File: src/drt_pkg.sv
// Purpose: shared constants and types of the dual reload down timer
// Assumes: register index times four gives the APB byte address
// Notes: widths are fixed; no parameters override these values
package drt_pkg;
	localparam int DRT_AW = 18;
	localparam int DRT_DW = 32;
	// register indices; byte address is four times the index
	localparam logic [15:0] DRT_IDX_PRESCALE = 16'hff10;
	localparam logic [15:0] DRT_IDX_OSC_SEL = 16'hff12;
	localparam logic [15:0] DRT_IDX_EV_GATES = 16'hff15;
	localparam logic [15:0] DRT_IDX_CH0_CTL = 16'hff30;
	localparam logic [15:0] DRT_IDX_CH1_CTL = 16'hff31;
	localparam logic [15:0] DRT_IDX_CH0_RELOAD = 16'hff32;
	localparam logic [15:0] DRT_IDX_CH1_RELOAD = 16'hff33;
	localparam logic [15:0] DRT_IDX_CH0_CMP = 16'hff34;
	localparam logic [15:0] DRT_IDX_CH1_CMP = 16'hff35;
	localparam logic [15:0] DRT_IDX_CH0_CNT = 16'hff36;
	localparam logic [15:0] DRT_IDX_CH1_CNT = 16'hff37;
	localparam logic [15:0] DRT_IDX_FLAGS = 16'hff38;
	localparam logic [15:0] DRT_IDX_PIN_FLOAT = 16'hffd4;
	localparam logic [15:0] DRT_IDX_PIN_DATA = 16'hffd9;
	// control register fields
	localparam int DRT_MODE_BIT = 7;
	localparam int DRT_RUN_BIT = 2;
	localparam int DRT_PSET_BIT = 1;
	localparam int DRT_CKSEL_BIT = 0;
	// prescale register: one nibble per channel, ratio in low three bits, gate on top
	localparam int DRT_PRE_NIB = 4;
	localparam int DRT_PRE_GATE = 3;
	// reset values
	localparam logic [7:0] DRT_RELOAD_RST = 8'hff;
	localparam logic [7:0] DRT_CMP_RST = 8'h00;
	localparam logic [7:0] DRT_CNT_RST = 8'hff;
	localparam logic [7:0] DRT_PRE_RST = 8'h00;
	localparam logic [2:0] DRT_PIN_RST = 3'h7;
	// synchroniser lanes
	localparam int DRT_NSYN = 4;
	localparam int DRT_SYN_SLOW = 0;
	localparam int DRT_SYN_FAST = 1;
	localparam int DRT_SYN_EV = 2;
	// division ratio minus one, indexed by the ratio code
	localparam logic [7:0][11:0] DRT_FAST_M1 = {12'hfff, 12'h3ff, 12'h0ff, 12'h07f,
		12'h03f, 12'h01f, 12'h007, 12'h001};
	localparam logic [7:0][11:0] DRT_SLOW_M1 = {12'h07f, 12'h03f, 12'h01f, 12'h00f,
		12'h007, 12'h003, 12'h001, 12'h000};
	typedef struct packed {
		logic cksel;
		logic slow;
		logic [2:0] ratio;
		logic pgate;
		logic egate;
		logic run;
	} drt_chan_cfg_t;
endpackage : drt_pkg

File: src/drt_timer.sv
// Purpose: two 8-bit reload down counters, cascadable to one 16-bit counter, APB slave
// Assumes: oscillators and event pins are asynchronous to sys_clk and far slower
// Notes: counters advance on the rising edge of the synchronised source
// Functional notes
// - width mode bit: 0 two 8-bit channels, 1 one 16-bit; resets to 0
// - input clock select: 0 prescaled clock, 1 external event input; resets 0
// - in 16-bit mode channel 1 select ignored; channel 0 source drives counter
// - source oscillator bit: 1 slow oscillator, 0 fast; resets to fast
// - 3-bit readable prescale ratio per channel, eight ratios, resets to zero
// - codes divide fast by 2..4096, slow by 1..128
// - prescale gate passes prescaled clock only while set; resets cleared
// - event gate passes event pin only while set; resets cleared
// - counter loads reload value on preset strobe and on underflow
// - compare match asserted while counter equals compare value; drives flag and wave
// - wave rises after underflow, falls after match; high if reload not above compare
// - counter registers are read-only and readable any time
// - low byte read does not latch high byte; software stops timer first
// - preset restarts running counter at once; stopped counter holds preset value
// - preset acts on write of 1 only and always reads 0
// - in 16-bit mode channel 1 preset ignored; channel 0 loads full 16 bits
// - run bit 1 counts down, 0 stops; reads back its state
// - stopped counter holds value and resumes from it on restart
// - in 16-bit mode channel 0 run controls both; channel 1 run held 0
// - 16-bit: channel 0 flags never set; channel 1 flags follow combined counter
// - float bits: 1 pin floats, 0 pin driven; reset to 1
// - pin data bits drive pin level; reset to 1; upper bits read 0
//
// Register access over APB was decided locally.
`timescale 1ns/1ps
module drt_timer (
	input wire logic sys_clk,
	input wire logic nrst,
	input wire logic psel,
	input wire logic penable,
	input wire logic pwrite,
	input wire logic [drt_pkg::DRT_AW-1:0] paddr,
	input wire logic [drt_pkg::DRT_DW-1:0] pwdata,
	output logic [drt_pkg::DRT_DW-1:0] prdata,
	output logic pready,
	output logic pslverr,
	input wire logic slow_oscillator,
	input wire logic fast_oscillator,
	input wire logic ch0_event_pin,
	input wire logic ch1_event_pin,
	output logic [1:0] timer_wave_out,
	output logic [2:0] pin_out,
	output logic [2:0] pin_oe
);
	logic [7:0] pre_ctl;
	logic [1:0] osc_sel;
	logic [1:0] ev_gate;
	logic width_mode_select;
	logic [1:0] run_ctl;
	logic [1:0] cksel;
	logic [1:0][7:0] reload;
	logic [1:0][7:0] cmp;
	logic [1:0][7:0] cnt;
	logic [3:0] flags;
	logic [2:0] pin_float;
	logic [2:0] pin_data;
	logic [1:0] match_q;
	logic [1:0] uf_q;
	logic [drt_pkg::DRT_NSYN-1:0] syn1;
	logic [drt_pkg::DRT_NSYN-1:0] syn2;
	logic [drt_pkg::DRT_NSYN-1:0] syn3;
	logic [drt_pkg::DRT_NSYN-1:0] rise;
	drt_pkg::drt_chan_cfg_t [1:0] cfg;
	logic [1:0] src_tick;

	// bus decode
	wire [15:0] idx = paddr[drt_pkg::DRT_AW-1:2];
	wire access = psel & penable;
	wire wr = access & pwrite & pready;
	wire [7:0] wd = pwdata[7:0];
	wire hit_pre = idx == drt_pkg::DRT_IDX_PRESCALE;
	wire hit_osc = idx == drt_pkg::DRT_IDX_OSC_SEL;
	wire hit_evg = idx == drt_pkg::DRT_IDX_EV_GATES;
	wire hit_c0 = idx == drt_pkg::DRT_IDX_CH0_CTL;
	wire hit_c1 = idx == drt_pkg::DRT_IDX_CH1_CTL;
	wire hit_r0 = idx == drt_pkg::DRT_IDX_CH0_RELOAD;
	wire hit_r1 = idx == drt_pkg::DRT_IDX_CH1_RELOAD;
	wire hit_m0 = idx == drt_pkg::DRT_IDX_CH0_CMP;
	wire hit_m1 = idx == drt_pkg::DRT_IDX_CH1_CMP;
	wire hit_n0 = idx == drt_pkg::DRT_IDX_CH0_CNT;
	wire hit_n1 = idx == drt_pkg::DRT_IDX_CH1_CNT;
	wire hit_fl = idx == drt_pkg::DRT_IDX_FLAGS;
	wire hit_pf = idx == drt_pkg::DRT_IDX_PIN_FLOAT;
	wire hit_pd = idx == drt_pkg::DRT_IDX_PIN_DATA;
	wire mapped = hit_pre | hit_osc | hit_evg | hit_c0 | hit_c1 | hit_r0 | hit_r1 | hit_m0 | hit_m1
		| hit_n0 | hit_n1 | hit_fl | hit_pf | hit_pd;
	wire m16 = width_mode_select;
	// a write of 0 to the strobe does nothing
	wire ch0_preset_strobe = wr & hit_c0 & wd[drt_pkg::DRT_PSET_BIT];
	wire ch1_preset_strobe = wr & hit_c1 & wd[drt_pkg::DRT_PSET_BIT] & ~m16;

	// strobe bits and the unused control bits read as zero
	wire [7:0] rd_c0 = {width_mode_select, 4'h0, run_ctl[0], 1'b0, cksel[0]};
	wire [7:0] rd_c1 = {5'h00, run_ctl[1], 1'b0, cksel[1]};
	wire [7:0] rd_data = ({8{hit_pre}} & pre_ctl)
		| ({8{hit_osc}} & {6'h00, osc_sel})
		| ({8{hit_evg}} & {6'h00, ev_gate})
		| ({8{hit_c0}} & rd_c0)
		| ({8{hit_c1}} & rd_c1)
		| ({8{hit_r0}} & reload[0])
		| ({8{hit_r1}} & reload[1])
		| ({8{hit_m0}} & cmp[0])
		| ({8{hit_m1}} & cmp[1])
		| ({8{hit_n0}} & cnt[0])
		| ({8{hit_n1}} & cnt[1])
		| ({8{hit_fl}} & {4'h0, flags})
		| ({8{hit_pf}} & {5'h00, pin_float})
		| ({8{hit_pd}} & {5'h00, pin_data});

	// one wait state: ready rises in the second access cycle
	always_ff @(posedge sys_clk or negedge nrst)
	begin
		if (!nrst)
		begin
			pready <= 1'b0;
			pslverr <= 1'b0;
			prdata <= '0;
		end
		else
		begin
			pready <= access & ~pready;
			pslverr <= access & ~pready & ~mapped;
			prdata <= (access & ~pready & ~pwrite) ? {24'h000000, rd_data} : '0;
		end
	end

	// input synchronisers; only syn2 feeds logic, syn3 is the edge history
	always_ff @(posedge sys_clk or negedge nrst)
	begin
		if (!nrst)
		begin
			syn1 <= '0;
			syn2 <= '0;
			syn3 <= '0;
		end
		else
		begin
			syn1 <= {ch1_event_pin, ch0_event_pin, fast_oscillator, slow_oscillator};
			syn2 <= syn1;
			syn3 <= syn2;
		end
	end
	assign rise = syn2 & ~syn3;

	assign cfg[0] = {cksel[0], osc_sel[0], pre_ctl[2:0], pre_ctl[drt_pkg::DRT_PRE_GATE], ev_gate[0], run_ctl[0]};
	assign cfg[1] = {cksel[1], osc_sel[1], pre_ctl[drt_pkg::DRT_PRE_NIB +: 3],
		pre_ctl[drt_pkg::DRT_PRE_NIB + drt_pkg::DRT_PRE_GATE], ev_gate[1], run_ctl[1]};

	// per channel prescaler and source selection
	genvar gi;
	generate
		for (gi = 0; gi < 2; gi++)
		begin : g_chan
			logic [11:0] div;
			wire osc_edge = cfg[gi].slow ? rise[drt_pkg::DRT_SYN_SLOW] : rise[drt_pkg::DRT_SYN_FAST];
			wire [11:0] lim = cfg[gi].slow ? drt_pkg::DRT_SLOW_M1[cfg[gi].ratio]
				: drt_pkg::DRT_FAST_M1[cfg[gi].ratio];
			wire wrap = div >= lim;
			wire ptick = cfg[gi].pgate & osc_edge & wrap;
			wire etick = cfg[gi].egate & rise[drt_pkg::DRT_SYN_EV + gi];
			assign src_tick[gi] = cfg[gi].cksel ? etick : ptick;
			// a gated-off prescaler restarts its division from zero
			always_ff @(posedge sys_clk or negedge nrst)
			begin
				if (!nrst)
					div <= '0;
				else if (!cfg[gi].pgate)
					div <= '0;
				else if (osc_edge)
					div <= wrap ? 12'h000 : div + 12'h001;
			end
		end
	endgenerate

	// counter next state
	logic [1:0][7:0] next_cnt;
	logic [1:0] uf_ev;
	logic [1:0] match_lvl;
	logic [1:0] fixed_hi;
	logic [15:0] wide;
	always_comb
	begin
		next_cnt = cnt;
		uf_ev = 2'b00;
		wide = {cnt[1], cnt[0]};
		if (m16)
		begin
			// channel 0 is the low byte, so the borrow falls out of the 16-bit decrement
			if (ch0_preset_strobe)
				wide = {reload[1], reload[0]};
			else if (run_ctl[0] & src_tick[0])
			begin
				if (wide == 16'h0000)
				begin
					wide = {reload[1], reload[0]};
					uf_ev[1] = 1'b1;
				end
				else
					wide = wide - 16'h0001;
			end
			next_cnt[1] = wide[15:8];
			next_cnt[0] = wide[7:0];
			match_lvl = {({cnt[1], cnt[0]} == {cmp[1], cmp[0]}), 1'b0};
			fixed_hi = {({reload[1], reload[0]} <= {cmp[1], cmp[0]}), 1'b1};
		end
		else
		begin
			for (int i = 0; i < 2; i++)
			begin
				if (i == 0 ? ch0_preset_strobe : ch1_preset_strobe)
					next_cnt[i] = reload[i];
				else if (run_ctl[i] & src_tick[i])
				begin
					if (cnt[i] == 8'h00)
					begin
						next_cnt[i] = reload[i];
						uf_ev[i] = 1'b1;
					end
					else
						next_cnt[i] = cnt[i] - 8'h01;
				end
			end
			match_lvl = {cnt[1] == cmp[1], cnt[0] == cmp[0]};
			fixed_hi = {reload[1] <= cmp[1], reload[0] <= cmp[0]};
		end
	end

	// hardware set wins over a software clear in the same cycle
	wire [3:0] flag_set = {match_lvl[1] & ~match_q[1], uf_ev[1], match_lvl[0] & ~match_q[0], uf_ev[0]};
	wire [3:0] flag_clr = (wr & hit_fl) ? wd[3:0] : 4'h0;
	wire [3:0] next_flags = (flags & ~flag_clr) | flag_set;
	wire [1:0] uf_fall = uf_q & ~uf_ev;
	wire [1:0] match_fall = match_q & ~match_lvl;

	always_ff @(posedge sys_clk or negedge nrst)
	begin
		if (!nrst)
		begin
			cnt <= {drt_pkg::DRT_CNT_RST, drt_pkg::DRT_CNT_RST};
			flags <= '0;
			match_q <= '0;
			uf_q <= '0;
		end
		else
		begin
			cnt <= next_cnt;
			flags <= next_flags;
			match_q <= match_lvl;
			uf_q <= uf_ev;
		end
	end

	// output wave per channel; in 16-bit mode channel 0 rests high
	generate
		for (gi = 0; gi < 2; gi++)
		begin : g_wave
			always_ff @(posedge sys_clk or negedge nrst)
			begin
				if (!nrst)
					timer_wave_out[gi] <= 1'b0;
				else if (fixed_hi[gi])
					timer_wave_out[gi] <= 1'b1;
				else if (match_fall[gi])
					timer_wave_out[gi] <= 1'b0;
				else if (uf_fall[gi])
					timer_wave_out[gi] <= 1'b1;
			end
		end
	endgenerate

	// configuration registers
	always_ff @(posedge sys_clk or negedge nrst)
	begin
		if (!nrst)
		begin
			pre_ctl <= drt_pkg::DRT_PRE_RST;
			osc_sel <= '0;
			ev_gate <= '0;
			width_mode_select <= 1'b0;
			run_ctl <= '0;
			cksel <= '0;
			reload <= {drt_pkg::DRT_RELOAD_RST, drt_pkg::DRT_RELOAD_RST};
			cmp <= {drt_pkg::DRT_CMP_RST, drt_pkg::DRT_CMP_RST};
		end
		else if (wr)
		begin
			if (hit_pre)
				pre_ctl <= wd;
			if (hit_osc)
				osc_sel <= wd[1:0];
			if (hit_evg)
				ev_gate <= wd[1:0];
			if (hit_c0)
			begin
				width_mode_select <= wd[drt_pkg::DRT_MODE_BIT];
				run_ctl[0] <= wd[drt_pkg::DRT_RUN_BIT];
				cksel[0] <= wd[drt_pkg::DRT_CKSEL_BIT];
				if (wd[drt_pkg::DRT_MODE_BIT])
					run_ctl[1] <= 1'b0;
			end
			if (hit_c1)
			begin
				run_ctl[1] <= wd[drt_pkg::DRT_RUN_BIT] & ~m16;
				cksel[1] <= wd[drt_pkg::DRT_CKSEL_BIT];
			end
			if (hit_r0)
				reload[0] <= wd;
			if (hit_r1)
				reload[1] <= wd;
			if (hit_m0)
				cmp[0] <= wd;
			if (hit_m1)
				cmp[1] <= wd;
		end
	end

	// pin port; enable is registered so every output leaves a flop
	always_ff @(posedge sys_clk or negedge nrst)
	begin
		if (!nrst)
		begin
			pin_float <= drt_pkg::DRT_PIN_RST;
			pin_data <= drt_pkg::DRT_PIN_RST;
			pin_out <= drt_pkg::DRT_PIN_RST;
			pin_oe <= 3'h0;
		end
		else
		begin
			if (wr & hit_pf)
				pin_float <= wd[2:0];
			if (wr & hit_pd)
				pin_data <= wd[2:0];
			pin_out <= pin_data;
			pin_oe <= ~pin_float;
		end
	end
endmodule : drt_timer

File: config.mk
export PLATFORM = sky130hd
export DESIGN_NAME = drt_timer
export DESIGN_NICKNAME = d
export VERILOG_FILES = /design/src/drt_pkg.sv /design/src/drt_timer.sv
export SDC_FILE = /design/constraint.sdc
export NUM_CORES = 1
export LEC_CHECK = 0
export BUFFER_PORTS_ARGS = -buffer_cell sky130_fd_sc_hd__buf_2
export CAP_MARGIN = 20
export CORE_ASPECT_RATIO = 0.5
export CORE_UTILIZATION = 55
export CTS_BUF_LIST = sky130_fd_sc_hd__clkbuf_4 sky130_fd_sc_hd__clkbuf_8 sky130_fd_sc_hd__clkbuf_16
export DETAILED_ROUTE_END_ITERATION = 10
export GPL_ROUTABILITY_DRIVEN = 0
export GPL_TIMING_DRIVEN = 0
export PLACE_DENSITY_LB_ADDON = 0.05
export SYNTH_ARGS = -nofsm -noshare
export SYNTH_HDL_FRONTEND = slang
export SYNTH_SLANG_ARGS = --single-unit
File: constraint.sdc
create_clock -name sys_clk -period 3.7 [get_ports sys_clk]
set_clock_uncertainty 0.1 [all_clocks]
set_input_delay 0.74 -clock sys_clk [delete_from_list [all_inputs] [get_ports sys_clk]]
set_output_delay 0.74 -clock sys_clk [all_outputs]
set_load 0.05 [all_outputs]
# Word-level counts from Yosys, hierarchy flattened
# Memory sizes are Yosys's and may differ from the RTL's.
# Cells that the tools add are included.
# W data, S select, Z words.
word_totals:
  n_memories: 4
  romBits: 384
  input_bits: 59
  regBits: 133
op_classes:
  addsub: 5
  eq_ne: 20
  muxes: 50
  n_lt_le_gt_ge: 7
  bitwise: 81
  n_reduce_logical: 20
memory_table:
  columns: ["memory", "depth", "width", "rd", "rd_clocked_by_memory_dff", "write_ports", "line_no", "source"]
  rows:
  - ["(no name shown)", 8, 12, 1, 0, 0, "drt_timer.sv:161", ": drt_pkg::DRT_FAST_M1[cfg[gi].ratio];"]
  - ["(no name shown)", 8, 12, 1, 0, 0, "drt_timer.sv:160", "wire [11:0] lim = cfg[gi].slow ? drt_pkg::DRT_SLOW_M1[cfg[gi].ratio]"]
  - ["(no name shown)", 8, 12, 1, 0, 0, "drt_timer.sv:161", null]
  - ["(no name shown)", 8, 12, 1, 0, 0, "drt_timer.sv:160", null]
ops:
  columns: ["op", "n"]
  rows:
  - ["$eq A16 B16 Y1 const B", 14]
  - ["$mux W12", 12]
  - ["$or A8 B8 Y8", 13]
  - ["$and A8 B8 Y8", 8]
  - ["$mux W16", 4]
  - ["$mux W8", 7]
  - ["$and A1 B1 Y1", 25]
  - ["$add A12 B1 Y12 const B", 2]
  - ["$and A8 B3 Y8", 3]
  - ["$ge A12 B12 Y1", 2]
  - ["$mux W1", 23]
  - ["$reduce_and A2 Y1", 10]
  - ["$and A8 B2 Y8", 2]
  - ["$eq A16 B16 Y1", 1]
  - ["$eq A8 B8 Y1", 2]
  - ["$le A16 B16 Y1", 1]
  - ["$le A8 B8 Y1", 2]
  - ["$logic_not A16 Y1", 1]
  - ["$logic_not A8 Y1", 2]
  - ["$sub A16 B1 Y16 const B", 1]
  - ["$sub A8 B1 Y8 const B", 2]
  - ["$or A1 B1 Y1", 13]
  - ["$reduce_bool A3 Y1", 3]
  - ["$and A4 B4 Y4", 2]
  - ["14 further kinds", 28]

# Depth between registers and ports, before layout
# Gate-level depths: netlist of run 1.
logic_depth:
  ltp_word: 16
  depth_mapped: 13

# Worst setup path after synthesis of run 1
# OpenSTA, ideal clock, no wires.
synth_timing:
  path_type: "flip-flop to flip-flop"
  from: "register pre_ctl[1]"
  to: "register cnt[5] (netlist name)"
  synth_period_minus_slack_ns: 3.068
  setup_time_ns: 0.079
  t_required_ns: 3.521
  setup_slack_ns: 0.632
  path_buffers: 2
  stages_incl_launch_ff: 13
  arrival_ns: 2.890
  path_cell_list: "dfrtp_1 -> clkbuf_1 -> or2_2 -> nand3_1 -> ha_1 -> a21oi_1 -> o21ai_0 -> a221oi_2 -> o221ai_1 -> a21oi_1 -> clkbuf_1 -> o21ai_0 -> o21ai_0"
synth_via:
  elab_chain_len: 8
  word_cells_on_any_way: 10
  cone_classes: "order compare: 1; mux: 4; bitwise: 2; reduce/logical: 1; memory: 2"
synth_lines:
  columns: ["item", "line_no", "source"]
  rows:
  - ["from (decl)", "drt_timer.sv:49", "logic [7:0] pre_ctl;"]
  - ["from (signal assigned)", "drt_timer.sv:280", "pre_ctl <= drt_pkg::DRT_PRE_RST;"]
  - ["from (signal assigned)", "drt_timer.sv:292", "pre_ctl <= wd;"]
  - ["$mem_v2 Z8 W12 (on tied branches)", null, null]
  - ["$mux W12 (on tied branches)", "drt_timer.sv:161, drt_timer.sv:160", null]
  - ["$mux W12 (*)", "drt_timer.sv:160", null]
  - ["$ge A12 B12 Y1 (*)", "drt_timer.sv:162", "wire wrap = div >= lim;"]
  - ["$and A1 B1 Y1 (*)", "drt_timer.sv:163", "wire ptick = cfg[gi].pgate & osc_edge & wrap;"]
  - ["$mux W1 (*)", "drt_timer.sv:165", "assign src_tick[gi] = cfg[gi].cksel ? etick : ptick;"]
  - ["$and A1 B1 Y1 (*)", "drt_timer.sv:195, drt_timer.sv:216", null]
  - ["$reduce_bool A2 Y1 (no source line) (*)", null, null]
  - ["to (signal assigned)", "drt_timer.sv:243", "cnt <= {drt_pkg::DRT_CNT_RST, drt_pkg::DRT_CNT_RST};"]
  - ["to (signal assigned)", "drt_timer.sv:250", "cnt <= next_cnt;"]
  - ["to (decl)", "drt_timer.sv:57", "logic [1:0][7:0] cnt;"]
# Mark *: on every way between the ends. The rest lies on a longest branch, timed or not. The select of a mux whose other input is x is not followed.
# A chain may end at the register's enable or synchronous reset.

# Worst setup path in the final report of run 1
layout_timing:
  from: "register pre_ctl[1]"
  to: "register cnt[6] (netlist name)"
# Same word-level chain as after synthesis.

==> impl_metrics.json, run 1 <==
{
  "path_max_fanout": 10,
  "worstPathCellList": "clkbuf_1, nor2b_1, nand3_1, ha_1, and4_1, a221oi_4, buf_12, o221ai_2, a21oi_2, clkbuf_1, o21ai_0, o21ai_0",
  "track_usage_pct": 31.00,
  "slew_violations": 0,
  "fill_cells": 1215,
  "yosys.area.top_type": "dfrtp_1",
  "fin_crit_sh_pct": 93.26,
  "arrival_ns": 3.69,
  "synthTopCellsByCount": "98 x nand2_1, 96 x o21ai_0, 92 x dfrtp_1",
  "synth_fa_ha_area_share_pct": 6.965,
  "layout_min_cycle_time_ns": 3.450,
  "status": "finished clean",
  "core-area_sq_um": 14580,
  "syn_area_per_cell_sq_um": 9.201,
  "p_per_area_nw_per_um2": 400.9,
  "crit_path_max_incr_delay_ns": 0.37,
  "io_pins": 101,
  "synth_top_flop_cell": "dfrtp_1",
  "setup_viol": 0,
  "clock-sinks": 133,
  "slowest_stage": "ha_1",
  "area_growth_pct": 16.44,
  "rsz0062_at_grt": "no",
  "synth-edff-count": 0,
  "synthXorXnorAreaFrac_pct": 2.968,
  "drive_above_1_share_pct": 21.95,
  "yosysWarnings": 0,
  "timing.final.ws_setup_ns": 0.2496,
  "rows": 31,
  "regArea_sq_um": 3379,
  "max_freq_mhz": 289.8,
  "worstSetupEndpointType": "flip-flop",
  "first_pass_iters": 6,
  "initial_core_util_pct": 56.66,
  "leakagePower_nw": 4.287,
  "cp-start-kind": "flip-flop",
  "cts_max_path_buffers": 2,
  "cts-root-buf": "clkbuf_16",
  "maxCapViolations": 0,
  "relSlewSlack_pct": 30.63,
  "seq_area_frac_synth_pct": 40.90,
  "cts_buffers": 17,
  "muxShareOfSynthArea_pct": 6.602,
  "synth_cell_types": 68,
  "synth_top_cell_area_share_pct": 27.86,
  "routedWlPerCell_microns": 19.20,
  "die-height_microns": 88.67,
  "insertion_delay_ns": 0.42,
  "yosys.area_share.simple_pct": 19.46,
  "nets": 1099,
  "fin_util_pct": 65.97,
  "dpl_worst_slack_ns": -0.4233,
  "vias": 7349,
  "first_iter_violations": 881,
  "hold_viol": 0,
  "drtAntennaViolNets": 0,
  "overflow": 0,
  "ys_seq_elements": 133,
  "drt-vias-per-instance": 6.099,
  "multiInputGateArea_sq_um": 4508,
  "wirelength_microns": 23140,
  "worstSetupPathType": "reg -> reg",
  "post-route-drc-count": 0,
  "htree_num_levels": 4,
  "synthArstFlopShare_pct": 100.0,
  "diodes": 0,
  "worstMarginPinSlew_ns": 1.033,
  "dieArea_sq_um": 15550,
  "grt_max_degree": 78,
  "ys_top_cells_by_area": "dfrtp_1 28%, dfstp_2 13%, ha_1 7.0%",
  "clk_pin_slew_ns": 0.06,
  "dp_hpwl_microns": 16880,
  "ir_drop_mv": 0.3523,
  "syn_area_sq_um": 8263,
  "synth_compound_area_share_pct": 16.94,
  "cts_tree": "done",
  "die_w_microns": 175.3,
  "io_buffers": 48,
  "grt_pass1_wl_microns": 36370,
  "synthCells": 898,
  "antenna_found_initial": 0,
  "hold_class": "in -> async",
  "synth_top_family_by_area": "simple AND/OR/NAND/NOR gates",
  "first_global_vias": 6650,
  "crit_required_ns": 3.94,
  "yosysMostFrequentCell": "nand2_1"
}
==> repair_timing <==
action | CTS | global route
setup endpoints to repair | 16 | 33
resized for setup | 4 | 5
hold buffers | 0 | 0
pin swaps | 0 | 2
endpoints found under the hold margin | 0 | 0
setup buffers | 1 | 3
==> flip-flops by register name (all words and copies together), names as in the netlist, 2 cells and up <==
register,count
prdata,8
cmp,16
syn3,4
pin_float,3
pin_out,3
run_ctl,2
g_chan.div,24
pin_oe,3
syn1,4
cksel,2
reload,16
osc_sel,2
timer_wave_out,2
pin_data,3
syn2,4
flags,4
ev_gate,2
match_q,2
pre_ctl,8
uf_q,2
cnt,16
==> logic make-up (layout without fill, tap and decap cells) <==
kind of cell / count (synthesis) / in the layout
mux: 49 / 49
fa+ha+maj: 46 / 46
buf+inv: 98 / 184
flops: 133 / 133
other cells: 1 / 24
xor+xnor: 28 / 28
simple gates: 322 / 322
compound gates: 221 / 221
==> cell type report <==
class,instances,share of cell area [%]
buffer,63,3.901
timing repair buffer,54,3.342
inverter,35,1.365
sequential,133,35.12
multi-input combinational,690,46.85
tap,198,2.575
clock inverter,10,1.417
clock buffer,22,5.423
==> through the flow <==
step	total power, W	cell area [sq um]	cells	hold WS, ns	TNS (ns)
after global routing	0.003968	9622	1205	0.2167	0
after floorplan	0.001860	8349	921	0.2312	0
final	0.003857	9622	1205	0.1775	0
after CTS	0.003857	9564	1201	0.1995	0
after detailed placement	0.001995	8871	1168	0.2379	-4.916
after global placement	0.001986	8837	1167	0.2359	-3.126
==> cell usage in the layout (no fill, tap or decap), types with 5 or more instances in the layout <==
cell and instances:
nand2_1 98, nand4_1 19, o31ai_1 8, a21o_1 7, buf_4 29, a31oi_1 6, clkbuf_16 20, and3_1 14
clkbuf_1 28, buf_2 50, ha_1 46, inv_1 35, a211oi_1 6, nor3_1 15, nor4_1 6, buf_6 6
mux2i_1 5, o21ai_0 96, nor2b_1 16, xor2_1 24, and4_1 5, a22o_1 5, mux2_2 44, a221oi_1 5
nor2_1 67, a21oi_1 41, nand2b_1 6, dfrtp_1 92, conb_1 24, nand3_1 38, a22oi_1 7, dfstp_2 41
nor3b_1 7, a222oi_1 7
==> per-layer routing <==
layer	vias up	GRT usage, %	wire (microns)
met5	-	0	0
met4	0	9.249	480
met3	57	7.560	2181
met2	365	48.70	10200
met1	3515	42.83	10280
li1	3412	-	-
==> worst max-delay path, delay by kind of cell (launching register included) <==
kind / cells / cell delay (ns)
AO/OA/AOI/OAI: 5 / 1.09
AND/OR/NAND/NOR: 3 / 0.67
buffers and inverters: 3 / 0.83
flip-flops: 1 / 0.32
adder cells (fa/ha/maj): 1 / 0.37
==> worst paths after layout <==
kind,depth (start not counted),from,endpoint,slack [ns]
worst max-delay path,12,pre_ctl[1],cnt[6],0.25
worst min-delay path,1,nrst,g_chan[0].div[8],0.18
worst max register to register,12,pre_ctl[1],cnt[6],0.25
worst min register to register,0,syn1[3],syn2[3],0.25
max in group asynchronous,2,nrst,reload[15],2.51
min in group sys_clk,0,syn1[3],syn2[3],0.25
==> power by group <==
part | switching (W) | leakage, nW | internal, W
Clock | 0.000665 | 0.322 | 0.00121
Sequential | 0.00000728 | 1.61 | 0.00148
Combinational | 0.000312 | 2.35 | 0.000188
Note: power is estimated with default switching activity, not from simulation.
==> run 2: changes to the inputs <==
--- a/config.mk
+++ b/config.mk
@@ -5,6 +5,7 @@
 export SDC_FILE = /design/constraint.sdc
 export NUM_CORES = 1
 export LEC_CHECK = 0
+export ABC_AREA = 1
 export BUFFER_PORTS_ARGS = -buffer_cell sky130_fd_sc_hd__buf_2
 export CAP_MARGIN = 20
 export CORE_ASPECT_RATIO = 0.5
==> impl_metrics.json, run 2 <==
{
  "drt-vias-per-instance": 5.667,
  "r2r-start": "osc_sel[1]",
  "synthCells": 1105,
  "path_depth": 16,
  "area_growth_pct": 14.97,
  "synth_top_flop_cell": "dfrtp_1",
  "crit_start": "osc_sel[1]",
  "rows": 31,
  "dieArea_sq_um": 15960,
  "hold_class": "in -> async",
  "r2r.worst_path.cells": 16,
  "first_pass_iters": 6,
  "hold_slack_ns": 0.1390,
  "place_area_sq_um": 9101,
  "wirelength_microns": 24770,
  "post-route-drc-count": 0,
  "synthArstFlopShare_pct": 100.0,
  "dp_hpwl_microns": 18230,
  "cts_buffers": 17,
  "ys_top_cells_by_area": "dfrtp_1 27%, dfstp_2 13%, nand2_1 12%",
  "largest_reg_flops": 24,
  "insertion_delay_ns": 0.44,
  "drive_above_1_share_pct": 16.60,
  "crit_required_ns": 3.96,
  "final_cell_mix": "264 x nand2_1, 156 x inv_1, 92 x dfrtp_1",
  "max_freq_mhz": 318.3,
  "nets": 1303,
  "hold_viol": 0,
  "status": "finished clean",
  "first_iter_violations": 1063,
  "synth-edff-count": 0,
  "io_buffers": 50,
  "cp-start-kind": "flip-flop",
  "slew_violations": 0,
  "rsz0062_at_grt": "no",
  "path_buf_inv": 3,
  "track_usage_pct": 32.73,
  "cts_max_path_buffers": 2,
  "worstMarginPinSlew_ns": 0.7409,
  "cts_setup_buffers": 0,
  "p_per_area_nw_per_um2": 364.3,
  "cts-resized-gates": 0,
  "core-area_sq_um": 14740,
  "syn_area_per_cell_sq_um": 7.677,
  "overflow": 0,
  "htree_num_levels": 4,
  "yosys.area.top_type": "dfrtp_1",
  "cpMostUsedCell": "nand2_1",
  "yosysWarnings": 0,
  "arrival_ns": 3.40,
  "synthTopCellsByCount": "264 x nand2_1, 156 x inv_1, 92 x dfrtp_1",
  "first_global_vias": 7692,
  "setup_viol": 0,
  "antenna_found_initial": 0,
  "yosysMostFrequentCell": "nand2_1",
  "ir_drop_mv": 0.3405,
  "initial_core_util_pct": 57.56,
  "cts-root-buf": "clkbuf_16",
  "seq_area_frac_synth_pct": 39.84,
  "path_max_fanout": 10,
  "path_delay_family": "simple AND/OR/NAND/NOR gates",
  "grt_pass1_wl_microns": 39630,
  "die_w_microns": 177.6,
  "ys_seq_elements": 133,
  "layout_min_cycle_time_ns": 3.141,
  "io_pins": 101,
  "p_int_w": 0.002718,
  "p_clk_share_pct": 53.7,
  "fill_cells": 1289,
  "cts_hold_buf": 0,
  "seq_power_share_pct": 41.3,
  "fin_area_sq_um": 9753,
  "leakagePower_nw": 4.594,
  "worstPathCellList": "inv_1, clkbuf_1, nand3_1, ha_1, nand2_1, nor2_1, and2_1, nand2_1, nand4_1, nand2_1, nand2_1, nand2_1, nand2_2, nand2_4, buf_6, o21a_1",
  "regMostFlops": "g_chan.div",
  "swShare_pct": 23.51,
  "slowest_stage": "dfrtp_1",
  "drtAntennaViolNets": 0,
  "clk_pin_slew_ns": 0.06,
  "die-height_microns": 89.82,
  "switchingPower_w": 0.0008352,
  "synth_cell_types": 47,
  "worstSetupPathType": "reg -> reg",
  "syn_area_sq_um": 8483,
  "vias": 7990,
  "synth_top_cell_area_share_pct": 27.14,
  "routedWlPerCell_microns": 17.57,
  "p_comb_share_pct": 5.0,
  "worstSetupEndpointType": "flip-flop",
  "crit_path_max_incr_delay_ns": 0.43,
  "clock-sinks": 133,
  "relSlewSlack_pct": 50.61,
  "grt_max_degree": 91,
  "fin_crit_sh_pct": 84.90,
  "final_common_cell": "nand2_1",
  "cts_tree": "done",
  "maxCapViolations": 0
}
## run 2: final timing paths
| path | endpoint | slack (ns) |
|---|---|---|
| setup / recovery | cnt[12] | 0.56 |
| hold / removal | cmp[5] | 0.14 |
| setup reg to reg | cnt[12] | 0.56 |
| hold reg to reg | syn2[3] | 0.25 |
| max in group asynchronous | pin_out[2] | 2.58 |
| min in group sys_clk | syn2[3] | 0.25 |
## run 2: final cells by class
| class | instances | area [sq um] | share of cell area, % |
|---|---|---|---|
| multi-input combinational | 781 | 4274 | 43.82 |
| sequential | 133 | 3379 | 34.65 |
| inverter | 171 | 646.9 | 6.632 |
| clock buffer | 19 | 440.4 | 4.516 |
| timing repair buffer | 51 | 284.0 | 2.912 |
| buffer | 43 | 269.0 | 2.758 |
| tap | 198 | 247.7 | 2.540 |
| clock inverter | 13 | 209.0 | 2.142 |
| antenna | 1 | 2.502 | 0.02566 |
## run 2: cell families (layout without fill, tap and decap cells)
group	Yosys count	in the layout	synth area share [%]
AND/OR/NAND/NOR	446	446	23.45
adder cells (fa/ha/maj)	46	46	6.785
buffers and inverters	214	297	10.80
other	1	25	0.04421
XOR/XNOR	34	34	3.510
AO/OA/AOI/OAI	231	231	15.58
flip-flops	133	133	39.84
## run 2: power groups by stage
stage                     sequential, W  combinational [W]  clock, W
final                           0.00147           0.000177   0.00191
after global routing            0.00147           0.000192   0.00197
after CTS                       0.00147           0.000177   0.00191
after detailed placement        0.00149           0.000176         0
after global placement          0.00149           0.000171         0
after floorplan                 0.00150          0.0000996         0
## run 2: routing by layer
layer  vias to the layer above  wire, microns  track usage [%]
met5                         -              0                0
met4                         0            789            13.82
met3                        79           2493            8.799
met2                       395          10940            48.57
met1                      3749          10550            44.97
li1                       3767              -                -
## run 2: stage by stage
step	util [%]	setup slack [ns]	instances	setup TNS [ns]	power (W)
2_1_floorplan	-	1.232	1128	0	0.001596
3_3_place_gp	61.52	-0.01596	1376	-0.5117	0.001664
3_5_place_dp	61.75	0.6468	1377	0	0.001670
4_1_cts	66.15	0.6021	1409	0	0.003556
5_1_grt	66.15	0.2819	1409	0	0.003630
6_report	66.17	0.5587	1410	0	0.003553
## run 2: worst register-to-register path: stages (launching register included)
cell	delay (ns)
dfrtp_1	0.43
inv_1	0.09
clkbuf_1	0.38
nand3_1	0.23
ha_1	0.35
nand2_1	0.07
nor2_1	0.21
and2_1	0.16
nand2_1	0.05
nand4_1	0.12
nand2_1	0.13
nand2_1	0.12
nand2_1	0.07
nand2_2	0.12
nand2_4	0.10
buf_6	0.16
o21a_1	0.18
